### src/design/spmw_defs.vh
// Constants for the serial port with match wake
`ifndef SPMW_DEFS_VH
`define SPMW_DEFS_VH
`define SPMW_CTRL_OFFSET   8'h02
`define SPMW_MATCH_OFFSET  8'h03
`define SPMW_RECEIVE_HOLDING_BUFFER_OFFSET  8'h04
`define SPMW_CTRL_RESET    8'h00
`define SPMW_MATCH_RESET   8'h00
`define SPMW_BIT_EN        0
`define SPMW_BIT_DIV0      1
`define SPMW_BIT_DIV1      2
`define SPMW_BIT_OVR       1
`define SPMW_BIT_DOOFF     2
`define SPMW_BIT_CMP       3
`define SPMW_BIT_RDY       4
`define SPMW_BIT_PHASE     5
`define SPMW_BIT_SRC       6
`define SPMW_BIT_MASTER    7
`define SPMW_FIFO_WIDTH    8
`define SPMW_FIFO_DEPTH    16
`define SPMW_FIFO_AW       4
`define SPMW_BITS_PER_BYTE 4'h8
`endif

### src/design/spmw_port.v
// Serial port with master/slave modes and match wake
`timescale 1ns/1ps
`default_nettype none
`include "spmw_defs.vh"
module spmw_port
(
   input  wire       core_clk,
   input  wire       rst,
   input  wire [7:0] reg_addr,
   input  wire [7:0] reg_wdata,
   input  wire       reg_wr,
   input  wire       reg_rd,
   output reg  [7:0] reg_rdata,
   input  wire       timer_clock,
   input  wire       first_counter_timer,
   input  wire       sw_irq_set,
   input  wire       serial_input_pin,
   input  wire       select_n_pin,
   input  wire       serial_clock_pin_in,
   output reg        serial_clock_pin_out,
   output reg        serial_clock_pin_oe,
   output reg        serial_output_pin,
   output reg        serial_output_oe,
   output reg        receive_interrupt_request,
   output reg        stop_wake_signal
);
   localparam ST_IDLE   = 2'h0;
   localparam ST_SHIFT  = 2'h1;
   localparam ST_IGNORE = 2'h2;

   reg  [7:0] serial_port_control;
   reg  [7:0] serial_match_value;
   reg  [7:0] receive_holding_buffer;
   reg        byte_ready_flag;
   reg        receive_overrun_flag;
   reg  [1:0] state;
   reg  [7:0] shifter;
   reg  [3:0] bit_cnt;
   reg        cmp_phase;
   reg        sck_q;
   reg  [3:0] div_cnt;
   reg        timer_clock_q;
   reg        tmr_q;
   reg        int_sck;
   reg        next_int_sck;
   wire       din_s;
   wire       ss_n_s;
   wire       sck_s;
   wire       timer_clock_s;
   wire       tmr_s;
   wire       en;
   wire       master;
   wire       phase;
   wire       sck_now;
   wire       rise;
   wire       fall;
   wire       sample_edge;
   wire       drive_edge;
   wire       byte_done;
   wire       fifo_in_ready;
   wire       fifo_out_valid;
   wire [7:0] fifo_out_data;
   wire       ctrl_wr;
   wire       buf_rd;
   wire       src_tick;
   wire [7:0] rx_byte;

   function [3:0] div_limit;
      input [1:0] sel;
      begin
         case (sel)
            2'h0:    div_limit = 4'h0;
            2'h1:    div_limit = 4'h1;
            2'h2:    div_limit = 4'h3;
            default: div_limit = 4'h7;
         endcase
      end
   endfunction

   spmw_sync u_sync_din
   (
      .core_clk (core_clk),
      .rst      (rst),
      .d        (serial_input_pin),
      .q        (din_s)
   );
   spmw_sync u_sync_ss
   (
      .core_clk (core_clk),
      .rst      (rst),
      .d        (select_n_pin),
      .q        (ss_n_s)
   );
   spmw_sync u_sync_sck
   (
      .core_clk (core_clk),
      .rst      (rst),
      .d        (serial_clock_pin_in),
      .q        (sck_s)
   );
   spmw_sync u_sync_timer_clock
   (
      .core_clk (core_clk),
      .rst      (rst),
      .d        (timer_clock),
      .q        (timer_clock_s)
   );
   spmw_sync u_sync_tmr
   (
      .core_clk (core_clk),
      .rst      (rst),
      .d        (first_counter_timer),
      .q        (tmr_s)
   );

   assign en      = serial_port_control[`SPMW_BIT_EN];
   assign master  = serial_port_control[`SPMW_BIT_MASTER];
   assign phase   = serial_port_control[`SPMW_BIT_PHASE];
   assign ctrl_wr = reg_wr && (reg_addr == `SPMW_CTRL_OFFSET);
   assign buf_rd  = reg_rd && (reg_addr == `SPMW_RECEIVE_HOLDING_BUFFER_OFFSET);
   // Timer output or timer clock, divided by the rate bits, drives the master clock
   assign src_tick = serial_port_control[`SPMW_BIT_SRC] ?
                     (tmr_s & ~tmr_q) : (timer_clock_s & ~timer_clock_q);
   // Master uses its own clock, slave the pin
   assign sck_now = master ? int_sck : sck_s;
   assign rise    = sck_now & ~sck_q;
   assign fall    = ~sck_now & sck_q;
   assign sample_edge = phase ? fall : rise;
   assign drive_edge  = phase ? rise : fall;
   assign rx_byte   = {shifter[6:0], din_s};
   assign byte_done = (state == ST_SHIFT) && sample_edge &&
                      (bit_cnt == `SPMW_BITS_PER_BYTE - 4'h1);

   // Drains at once into the holding buffer; slow software reads still overrun in slave mode
   spmw_fifo
   #(
      .WIDTH (`SPMW_FIFO_WIDTH),
      .DEPTH (`SPMW_FIFO_DEPTH),
      .AW    (`SPMW_FIFO_AW)
   )
   u_fifo
   (
      .core_clk  (core_clk),
      .rst       (rst),
      .in_valid  (byte_done && !cmp_phase),
      .in_ready  (fifo_in_ready),
      .in_data   (rx_byte),
      .out_valid (fifo_out_valid),
      .out_ready (1'b1),
      .out_data  (fifo_out_data)
   );

   always @*
   begin
      next_int_sck = int_sck;
      if (master && state == ST_SHIFT && src_tick &&
          div_cnt == div_limit(serial_port_control[2:1]))
         next_int_sck = ~int_sck;
      else if (state != ST_SHIFT)
         next_int_sck = phase;
   end

   always @(posedge core_clk)
   begin
      if (rst)
      begin
         serial_port_control <= `SPMW_CTRL_RESET;
         serial_match_value  <= `SPMW_MATCH_RESET;
         receive_holding_buffer <= 8'h00;
         byte_ready_flag      <= 1'b0;
         receive_overrun_flag <= 1'b0;
         state     <= ST_IDLE;
         shifter   <= 8'h00;
         bit_cnt   <= 4'h0;
         cmp_phase <= 1'b0;
         sck_q     <= 1'b0;
         div_cnt   <= 4'h0;
         timer_clock_q    <= 1'b0;
         tmr_q     <= 1'b0;
         int_sck   <= 1'b0;
         serial_clock_pin_out <= 1'b0;
         serial_clock_pin_oe  <= 1'b0;
         serial_output_pin    <= 1'b0;
         serial_output_oe     <= 1'b0;
         receive_interrupt_request <= 1'b0;
         stop_wake_signal <= 1'b0;
         reg_rdata <= 8'h00;
      end
      else
      begin
         timer_clock_q  <= timer_clock_s;
         tmr_q   <= tmr_s;
         sck_q   <= sck_now;
         int_sck <= next_int_sck;
         stop_wake_signal <= 1'b0;
         if (master && state == ST_SHIFT && src_tick)
            div_cnt <= (div_cnt == div_limit(serial_port_control[2:1])) ?
                       4'h0 : div_cnt + 4'h1;
         else if (state != ST_SHIFT)
            div_cnt <= 4'h0;

         // Register writes
         if (ctrl_wr)
         begin
            serial_port_control <= {reg_wdata[7:5], 1'b0, reg_wdata[3:0]};
            // Overrun clears only by a zero written in slave mode
            if (!master && !reg_wdata[`SPMW_BIT_OVR])
               receive_overrun_flag <= 1'b0;
         end
         if (reg_wr && reg_addr == `SPMW_MATCH_OFFSET)
            serial_match_value <= reg_wdata;

         // Buffer read releases the byte
         if (buf_rd)
            byte_ready_flag <= 1'b0;
         if (fifo_out_valid)
         begin
            receive_holding_buffer <= fifo_out_data;
            byte_ready_flag <= 1'b1;
            if (byte_ready_flag && !buf_rd && !master)
               receive_overrun_flag <= 1'b1;
         end

         // Interrupt: hardware source only while enabled
         if (en && fifo_out_valid)
            receive_interrupt_request <= 1'b1;
         else if (sw_irq_set)
            receive_interrupt_request <= 1'b1;
         else if (buf_rd)
            receive_interrupt_request <= 1'b0;

         case (reg_addr)
            `SPMW_CTRL_OFFSET:
               reg_rdata <= {serial_port_control[7:5], byte_ready_flag,
                             serial_port_control[3:2],
                             master ? serial_port_control[1]
                                    : receive_overrun_flag,
                             serial_port_control[0]};
            `SPMW_MATCH_OFFSET: reg_rdata <= serial_match_value;
            `SPMW_RECEIVE_HOLDING_BUFFER_OFFSET: reg_rdata <= receive_holding_buffer;
            default:            reg_rdata <= 8'h00;
         endcase

         case (state)
            ST_IDLE:
            begin
               bit_cnt <= 4'h0;
               if (!en)
                  serial_output_oe <= 1'b0;
               else if (master && reg_wr &&
                        reg_addr == `SPMW_RECEIVE_HOLDING_BUFFER_OFFSET)
               begin
                  shifter   <= reg_wdata;
                  cmp_phase <= 1'b0;
                  state     <= ST_SHIFT;
                  serial_output_pin <= reg_wdata[7];
                  serial_output_oe  <= 1'b1;
               end
               else if (!master && !ss_n_s)
               begin
                  // Compare byte is silent to avoid bus contention
                  cmp_phase <= serial_port_control[`SPMW_BIT_CMP];
                  state     <= ST_SHIFT;
                  serial_output_pin <= shifter[7];
                  serial_output_oe  <=
                     ~serial_port_control[`SPMW_BIT_CMP] &
                     ~serial_port_control[`SPMW_BIT_DOOFF];
               end
               else
                  serial_output_oe <= 1'b0;
            end
            ST_SHIFT:
            begin
               if (!en || (!master && ss_n_s))
               begin
                  state <= ST_IDLE;
                  serial_output_oe <= 1'b0;
               end
               else
               begin
                  if (sample_edge)
                  begin
                     shifter <= rx_byte;
                     bit_cnt <= bit_cnt + 4'h1;
                  end
                  if (drive_edge && bit_cnt != 4'h0)
                     serial_output_pin <= shifter[7];
                  if (byte_done)
                  begin
                     bit_cnt <= 4'h0;
                     if (cmp_phase)
                     begin
                        cmp_phase <= 1'b0;
                        if (rx_byte == serial_match_value)
                        begin
                           // Not gated by other recovery sources
                           stop_wake_signal <= 1'b1;
                           serial_output_oe <=
                              ~serial_port_control[`SPMW_BIT_DOOFF];
                        end
                        else
                           state <= ST_IGNORE;
                     end
                     else if (master)
                     begin
                        state <= ST_IDLE;
                        serial_output_oe <= 1'b0;
                     end
                  end
               end
            end
            ST_IGNORE:
            begin
               serial_output_oe <= 1'b0;
               if (ss_n_s || !en)
                  state <= ST_IDLE;
            end
            default:
               state <= ST_IDLE;
         endcase
         // Pin leads the edge detector so replies clear the synchroniser
         serial_clock_pin_out <= next_int_sck;
         serial_clock_pin_oe  <= en & master;
      end
   end
endmodule
`default_nettype wire

### src/design/spmw_sync.v
// Two-flop synchroniser for pin inputs
`timescale 1ns/1ps
`default_nettype none
module spmw_sync
(
   input  wire core_clk,
   input  wire rst,
   input  wire d,
   output reg  q
);
   reg meta;
   always @(posedge core_clk)
   begin
      if (rst)
      begin
         meta <= 1'b0;
         q    <= 1'b0;
      end
      else
      begin
         meta <= d;
         q    <= meta;
      end
   end
endmodule
`default_nettype wire

### src/design/spmw_fifo.v
// Parameterised FIFO between shifter and receive buffer
`timescale 1ns/1ps
`default_nettype none
module spmw_fifo
#(
   parameter WIDTH = 8,
   parameter DEPTH = 16,
   parameter AW    = 4
)
(
   input  wire             core_clk,
   input  wire             rst,
   input  wire             in_valid,
   output wire             in_ready,
   input  wire [WIDTH-1:0] in_data,
   output wire             out_valid,
   input  wire             out_ready,
   output wire [WIDTH-1:0] out_data
);
   reg [WIDTH-1:0] mem [0:DEPTH-1];
   reg [AW-1:0]    wr_ptr;
   reg [AW-1:0]    rd_ptr;
   reg [AW:0]      count;
   wire            do_wr;
   wire            do_rd;
   assign in_ready  = (count != DEPTH[AW:0]);
   assign out_valid = (count != {(AW+1){1'b0}});
   assign out_data  = mem[rd_ptr];
   assign do_wr     = in_valid & in_ready;
   assign do_rd     = out_valid & out_ready;
   always @(posedge core_clk)
   begin
      if (do_wr)
         mem[wr_ptr] <= in_data;
   end
   always @(posedge core_clk)
   begin
      if (rst)
      begin
         wr_ptr <= {AW{1'b0}};
         rd_ptr <= {AW{1'b0}};
         count  <= {(AW+1){1'b0}};
      end
      else
      begin
         if (do_wr)
            wr_ptr <= wr_ptr + 1'b1;
         if (do_rd)
            rd_ptr <= rd_ptr + 1'b1;
         if (do_wr && !do_rd)
            count <= count + 1'b1;
         else if (do_rd && !do_wr)
            count <= count - 1'b1;
      end
   end
endmodule
`default_nettype wire

### config.mk
export PLATFORM = sky130hd
export DESIGN_NAME = spmw_port
export DESIGN_NICKNAME = d
export VERILOG_FILES = /design/src/design/spmw_port.v /design/src/design/spmw_sync.v /design/src/design/spmw_fifo.v
export VERILOG_INCLUDE_DIRS = /design/src /design/src/design
export SDC_FILE = /design/constraint.sdc
export NUM_CORES = 1
export LEC_CHECK = 0
export BUFFER_PORTS_ARGS = -buffer_cell sky130_fd_sc_hd__buf_2
export CAP_MARGIN = 5
export CORE_UTILIZATION = 27
export CTS_BUF_LIST = sky130_fd_sc_hd__clkbuf_16
export CTS_CLUSTER_SIZE = 16
export DETAILED_ROUTE_END_ITERATION = 7
export PLACE_DENSITY = 0.42
export SETUP_SLACK_MARGIN = 0.1
export SYNTH_ARGS = -nofsm -noshare
export SYNTH_HDL_FRONTEND = slang
export SYNTH_SLANG_ARGS = --single-unit
### constraint.sdc
create_clock -name core_clk -period 3.02 [get_ports core_clk]
set_clock_uncertainty 0.05 [all_clocks]
set_input_delay 0.604 -clock core_clk [delete_from_list [all_inputs] [get_ports core_clk]]
set_output_delay 0.604 -clock core_clk [all_outputs]
set_load 0.05 [all_outputs]
; Word-level counts from Yosys, hierarchy flattened
; Memories as Yosys holds them, arrays and structs flattened. A register that Yosys moved wholly into a read port is not among the register bits.
; Cells that the tools add are included.
[totals]
memories = 1
output_inout_bits = 14
mem_bits_rw = 128
word_cells = 197
ff_bits = 76
[memory_table]
columns = memory, depth, word_bits, read_ports, rd_clocked_by_memory_dff, wr, line
row1 = u_fifo.mem, 16, 8, 1, 1, 1, spmw_fifo.v:20  ; reg [WIDTH-1:0] mem [0:DEPTH-1];
[classes]
n_addsub = 6
n_reduce_logical = 48
muxes = 67
bitwise_logic = 17
n_eq_ne = 26
[op_table]
columns = cell, count
row1 = $mux 1, 36
row2 = $mux 4, 8
row3 = $mux 8, 4
row4 = $pmux 8 s3, 1
row5 = $logic_and 1x1->1, 20
row6 = $mux 2, 9
row7 = $add 4x1->4 const B, 4
row8 = $eq 8x2->1 const B, 2
row9 = $pmux 8 s2, 1
row10 = $reduce_and 5->1, 3
row11 = $ne 2x2->1 const B, 6
row12 = $mux 5, 2
row13 = $not 1->1, 10
row14 = $reduce_bool 2->1, 5
row15 = $pmux 3 s3, 1
row16 = $eq 4x4->1, 2
row17 = $eq 8x3->1 const B, 1
row18 = $eq 8x8->1, 1
row19 = $logic_not 1->1, 8
row20 = $pmux 4 s2, 1
row21 = $and 1x1->1, 7
row22 = $ne 3x3->1 const B, 2
row23 = $pmux 2 s3, 1
row24 = $reduce_and 6->1, 1
row25 = 21 further kinds, 28

; Longest topological paths before layout
[depth]
depth_word = 12
depth_mapped = 14
mapped_depth_nobuf = 12

; By module
; From an unflattened synthesis, not the netlist that was laid out.
[hier_totals]
hier_cells = 659
hier_area_um2 = 9059.9
[by_module_without_submodules]
columns = module, area_each_um2, n_inst, cells_per_inst
row1 = spmw_fifo, 5761.8, 1, 311
row2 = spmw_port, 3035.4, 1, 328
row3 = spmw_sync, 52.6, 5, 4

; Least setup slack after synthesis
; Ideal clock, no wire load.
[synth_path]
kind = reg2reg
start = register int_sck
end = register u_fifo.count[3]
required_ps = 2900
period_less_slack_ps = 3090
stages_incl_launch_ff = 13
path_slack_ps = -70
arrival_time_ps = 2970
path_buffers = 1
cell_sequence = dfxtp_1 > mux2i_2 > mux2i_4 > and3_1 > buf_2 > ha_1 > inv_1 > ha_1 > a21o_1 > a21oi_1 > xnor2_1 > or3_1 > a21oi_1
[synth_between]
elab_chain_cells = 11
[synth_rtl]
columns = element, line
row1 = "start, declared", spmw_port.v:44  ; reg int_sck;
row2 = "start signal, assigned", spmw_port.v:194  ; int_sck <= next_int_sck;
row3 = $mux 1 *, spmw_port.v:125  ; assign sck_now = master ? int_sck : sck_s;
row4 = $not 1->1, spmw_port.v:127  ; assign fall = ~sck_now & sck_q;
row5 = $and 1x1->1, spmw_port.v:127
row6 = $mux 1 *, spmw_port.v:128  ; assign sample_edge = phase ? fall : rise;
row7 = $logic_and 1x1->1 * (2 in series), spmw_port.v:131  ; assign byte_done = (state == ST_SHIFT) && sample_edge &&
row8 = $logic_and 1x1->1 *, spmw_port.v:145  ; .in_valid (byte_done && !cmp_phase),
row9 = $and 1x1->1 *, spmw_fifo.v:29  ; assign do_wr = in_valid & in_ready;
row10 = via u_fifo.do_wr, spmw_fifo.v:24  ; wire do_wr;
row11 = $logic_not 1->1, spmw_fifo.v:52  ; else if (do_rd && !do_wr)
row12 = $logic_and 1x1->1, spmw_fifo.v:52
row13 = $reduce_bool 2->1 (no source line), --
row14 = "end signal, assigned", spmw_fifo.v:42  ; count <= {(AW+1){1'b0}};
row15 = "end signal, assigned", spmw_fifo.v:51  ; count <= count + 1'b1;
row16 = "end signal, assigned", spmw_fifo.v:53  ; count <= count - 1'b1;
row17 = "end, declared", spmw_fifo.v:23  ; reg [AW:0] count;
; The timed path passes the listed nets; every way through them passes the cells marked *.
; A chain may end at the register's enable or synchronous reset.

; Worst setup path after layout
[layout_path]
start = register serial_port_control[7]
end = register u_fifo.count[3]
[layout_between]
elab_chain_cells = 11
[layout_rtl]
columns = element, line
row1 = "start, declared", spmw_port.v:31  ; reg [7:0] serial_port_control;
row2 = "start signal, assigned", spmw_port.v:167  ; serial_port_control <= `SPMW_CTRL_RESET;
row3 = "start signal, assigned", spmw_port.v:205  ; serial_port_control <= {reg_wdata[7:5], 1'b0, reg_wdata[3:0]};
row4 = $mux 1 *, spmw_port.v:125
row5 = $not 1->1, spmw_port.v:127
row6 = $and 1x1->1, spmw_port.v:127
row7 = $mux 1 *, spmw_port.v:128
row8 = $logic_and 1x1->1 * (2 in series), spmw_port.v:131
row9 = $logic_and 1x1->1 *, spmw_port.v:145
row10 = $and 1x1->1 *, spmw_fifo.v:29
row11 = $logic_not 1->1, spmw_fifo.v:52
row12 = $logic_and 1x1->1, spmw_fifo.v:52
row13 = $reduce_bool 2->1 (no source line), --
; Mark *: on every way between the ends. The rest lies on a longest branch, timed or not.

==> impl_results.md <==
- Worst Path Max Fanout: 4
- Post_cts resized: 0
- WP buf/inv: 1
- Hold slack: between 200 and 300 ps
- Maxcap violations: 0
- WP depth: 11
- CTS Buf Count: 25
- Initial antenna violation count: 0
- Most used DFF post-synth: edfxtp_1
- Met2 GRT Util: 21.2%
- Met3 Use GR: a little under 2%
- Total I/O pin count: 40
- Synth top area cells: edfxtp_1 (44%), dfxtp_1 (19%), mux4_2 (10%)
- Most common cell after layout, fill and taps aside: edfxtp_1
- Max Transition Viols Final: 0
- Vias per inst: 4.66
- Post-detailed-route DRC marker count: 0
- Crit-path cells: mux2i_4 -> mux2i_4 -> and3_4 -> ha_2 -> inv_1 -> ha_1 -> a21o_1 -> a21oi_1 -> xnor2_1 -> or3_1 -> a21oi_1
- Final WL: around 22000 µm
- Req. time, crit path: between 3000 and 4000 ps
- CTS Root Cell: clkbuf_16
- Tmin final: 2810 ps
- Area Growth Syn to Fin: 18.6%
- Avg WL per Cell: between 15 and 20 µm
- Number of synthesized register bits: ~210
- Share of cells above drive strength 1: a little over a fifth
- Fin area: between 10000 and 15000 µm²
- Leading area contributor after synthesis: edfxtp_1
- Period utilisation layout: 93.1%
- Hold buffer count at cts: 0
- Delay-heaviest family, CP: multiplexers
- Worst EP arrival: 3190 ps
- CTS max path bufs: 3
- Num rows: 65
- Initial DRC count: between 300 and 400
- Final TNS setup: 0 ps
- Post-detail-place hpwl: 14900 µm
- Count of final hold-check violations: 0
- DR pass1 iterations: 5
- Hold Crit Class: in -> reg
- Post-synth net total: 686
- Post-Syn Area: 8820 µm²
- Die height: roughly 180 µm
- Reg clk slew, reported paths: roughly 60 ps
- Sink Count: 212
- VDD IR max: roughly 330 µV
- Synth Instances: 645
- Synth async-reset ratio: 0%
- GRT overflow: 0
- IO Port Bufs: 39
- Crit path largest cell delay: around 360 ps
- Worst skew pair latency: between 500 and 600 ps
- First-pass GRT wire length: between 30000 and 40000 µm
- CP endpoint kind: flop
- Largest net degree at the start of global routing: between 50 and 60
- Setup crit start kind: flop
- Slowest CP cell: dfxtp_2
- Final setup violation count: 0
- Core area: 31900 µm²
- Post-DRT Antenna Nets: 0
- Die area: between 30000 and 40000 µm²
- Leak: approximately 0.0037 µW
- Worst slew pin tran: 772 ps
- H-tree depth: 1
- Syn. warnings: 0
- Register area share after synthesis: 62.7%
- Initial Util: about 28%
- CTS tree: built
- Total power: between 7000 and 8000 µW
- Post CTS Setup Buffer Count: 0
- Synthesized area per cell: 13.7 µm²
- Gr usage total: a little over an eighth
- Status: finished, final reports clean
- Cell Count, Final, Fillers Out: between 1000 and 1500
- Busiest grt layer: met2
- Placer congestion estimate: ~0.74
- Pwr per Cell Area: slightly above 700 nW/µm²
- Top cell type's share of synthesized area: 43.6%
- Crit path kind: reg -> reg
- Total number of vias: between 5000 and 6000
- Fmax: between 0.3 and 0.4 GHz
- Met1 global-route usage: between 10% and 20%
- R2R depth: 11
- Placement Cell Area: between 9000 and 10000 µm²
- Yosys cell types: 49
- Fill count: around 3200
- Overall die width: roughly 180 µm
- Worst hold stages: 2
- Most frequent cells in the layout: edfxtp_1 (128), dfxtp_1 (81), nor2_1 (66)
- Number of global-route vias before repair: around 5400
- Post-synth EDFFs: approximately 130
- Cells after DPL: ~1100
- RSZ-0062 raised after global routing: no
- Slew headroom: 48.2%
- N_diodes: 0
- Layout Nets: 754
-- logic make-up (layout without fill, tap and decap cells) --
kind of cell	count (synthesis)	after routing	share of synthesized area [%]
muxes	77	77	14.6
and+or+nand+nor	183	183	10.2
adders and majority gates	15	15	2.13
buffers and inverters	49	135	2.21
AOI/OAI and AO/OA	91	91	6.36
DFF	212	212	62.7
xor gates and xnor gates	18	18	1.79
-- routing by layer --
layer / wire length (µm) / share of wire [%]
met1: 10100 / 47
met2: 10100 / 47
met3: 1030 / 4.8
met4: 340 / 1.6
met5: 0 / 0
-- cells in the mapped netlist (all sizes together) (3+ instances only) --
master / n
a21o: 4
a21oi: 45
a22oi: 3
a311oi: 9
and3: 7
and4b: 3
buf: 12
clkbuf: 23
dfxtp: 84
edfxtp: 128
ha: 15
inv: 14
mux2i: 36
mux4: 40
nand2: 37
nand2b: 7
nand3: 5
nand3b: 3
nand4: 7
nand4b: 3
nor2: 66
nor2b: 18
nor3: 9
nor3b: 6
nor4: 4
o21ai: 14
or3: 4
xnor2: 14
xor2: 4
-- power by group --
group | internal (µW) | total (µW) | switching [µW]
Sequential | 3240 | 3350 | 113
Clock | 1570 | 2680 | 1120
Combinational | 666 | 1490 | 826
-- final timing paths --
path	startpoint	to	slack, ps
hold reg to reg	u_sync_ss.meta$_SDFF_PP0_	u_sync_ss.q$_SDFF_PP0_	390
hold / removal	timer_clock	u_sync_timer_clock.meta$_SDFF_PP0_	260
setup reg to reg	serial_port_control[7]$_SDFFE_PP0P_	u_fifo.count[3]$_SDFFE_PP0P_	210
setup / recovery	serial_port_control[7]$_SDFFE_PP0P_	u_fifo.count[3]$_SDFFE_PP0P_	210
-- sequential cells by signal, indices dropped and copies added, names as in the netlist, 4 cells and up --
name,flops
serial_match_value,8
u_fifo.wr_ptr,4
u_fifo.mem,128
bit_cnt,4
u_fifo.count,5
receive_holding_buffer,8
u_fifo.rd_ptr,4
reg_rdata,8
div_cnt,4
serial_port_control,7
shifter,8
-- metrics by stage --
stage	util, %	setup WS [ps]
global route	32.8	103
finish	32.8	210
CTS	32.8	181
global placement	30.5	303
detailed placement	30.5	188
floorplan	-	160
-- worst reg2reg max path: cells and delay by family (launching register included) --
kind,cells,cell delay [ps]
muxes,2,580
adders and majority gates,2,530
AOI/OAI and AO/OA,3,530
and+or+nand+nor,2,520
DFF,1,360
xor gates and xnor gates,1,100
buffers and inverters,1,70
-- layout make-up --
cell class / count / area (µm²) / area share [%]
Sequential cell: 212 / 5530 / 52.9
Multi-Input combinational cell: 384 / 3120 / 29.8
Clock buffer: 25 / 626 / 5.98
Tap cell: 435 / 544 / 5.20
Timing Repair Buffer: 76 / 485 / 4.64
Clock inverter: 20 / 104 / 0.993
Inverter: 14 / 52.6 / 0.502
Power figures use the tool's default switching activity.
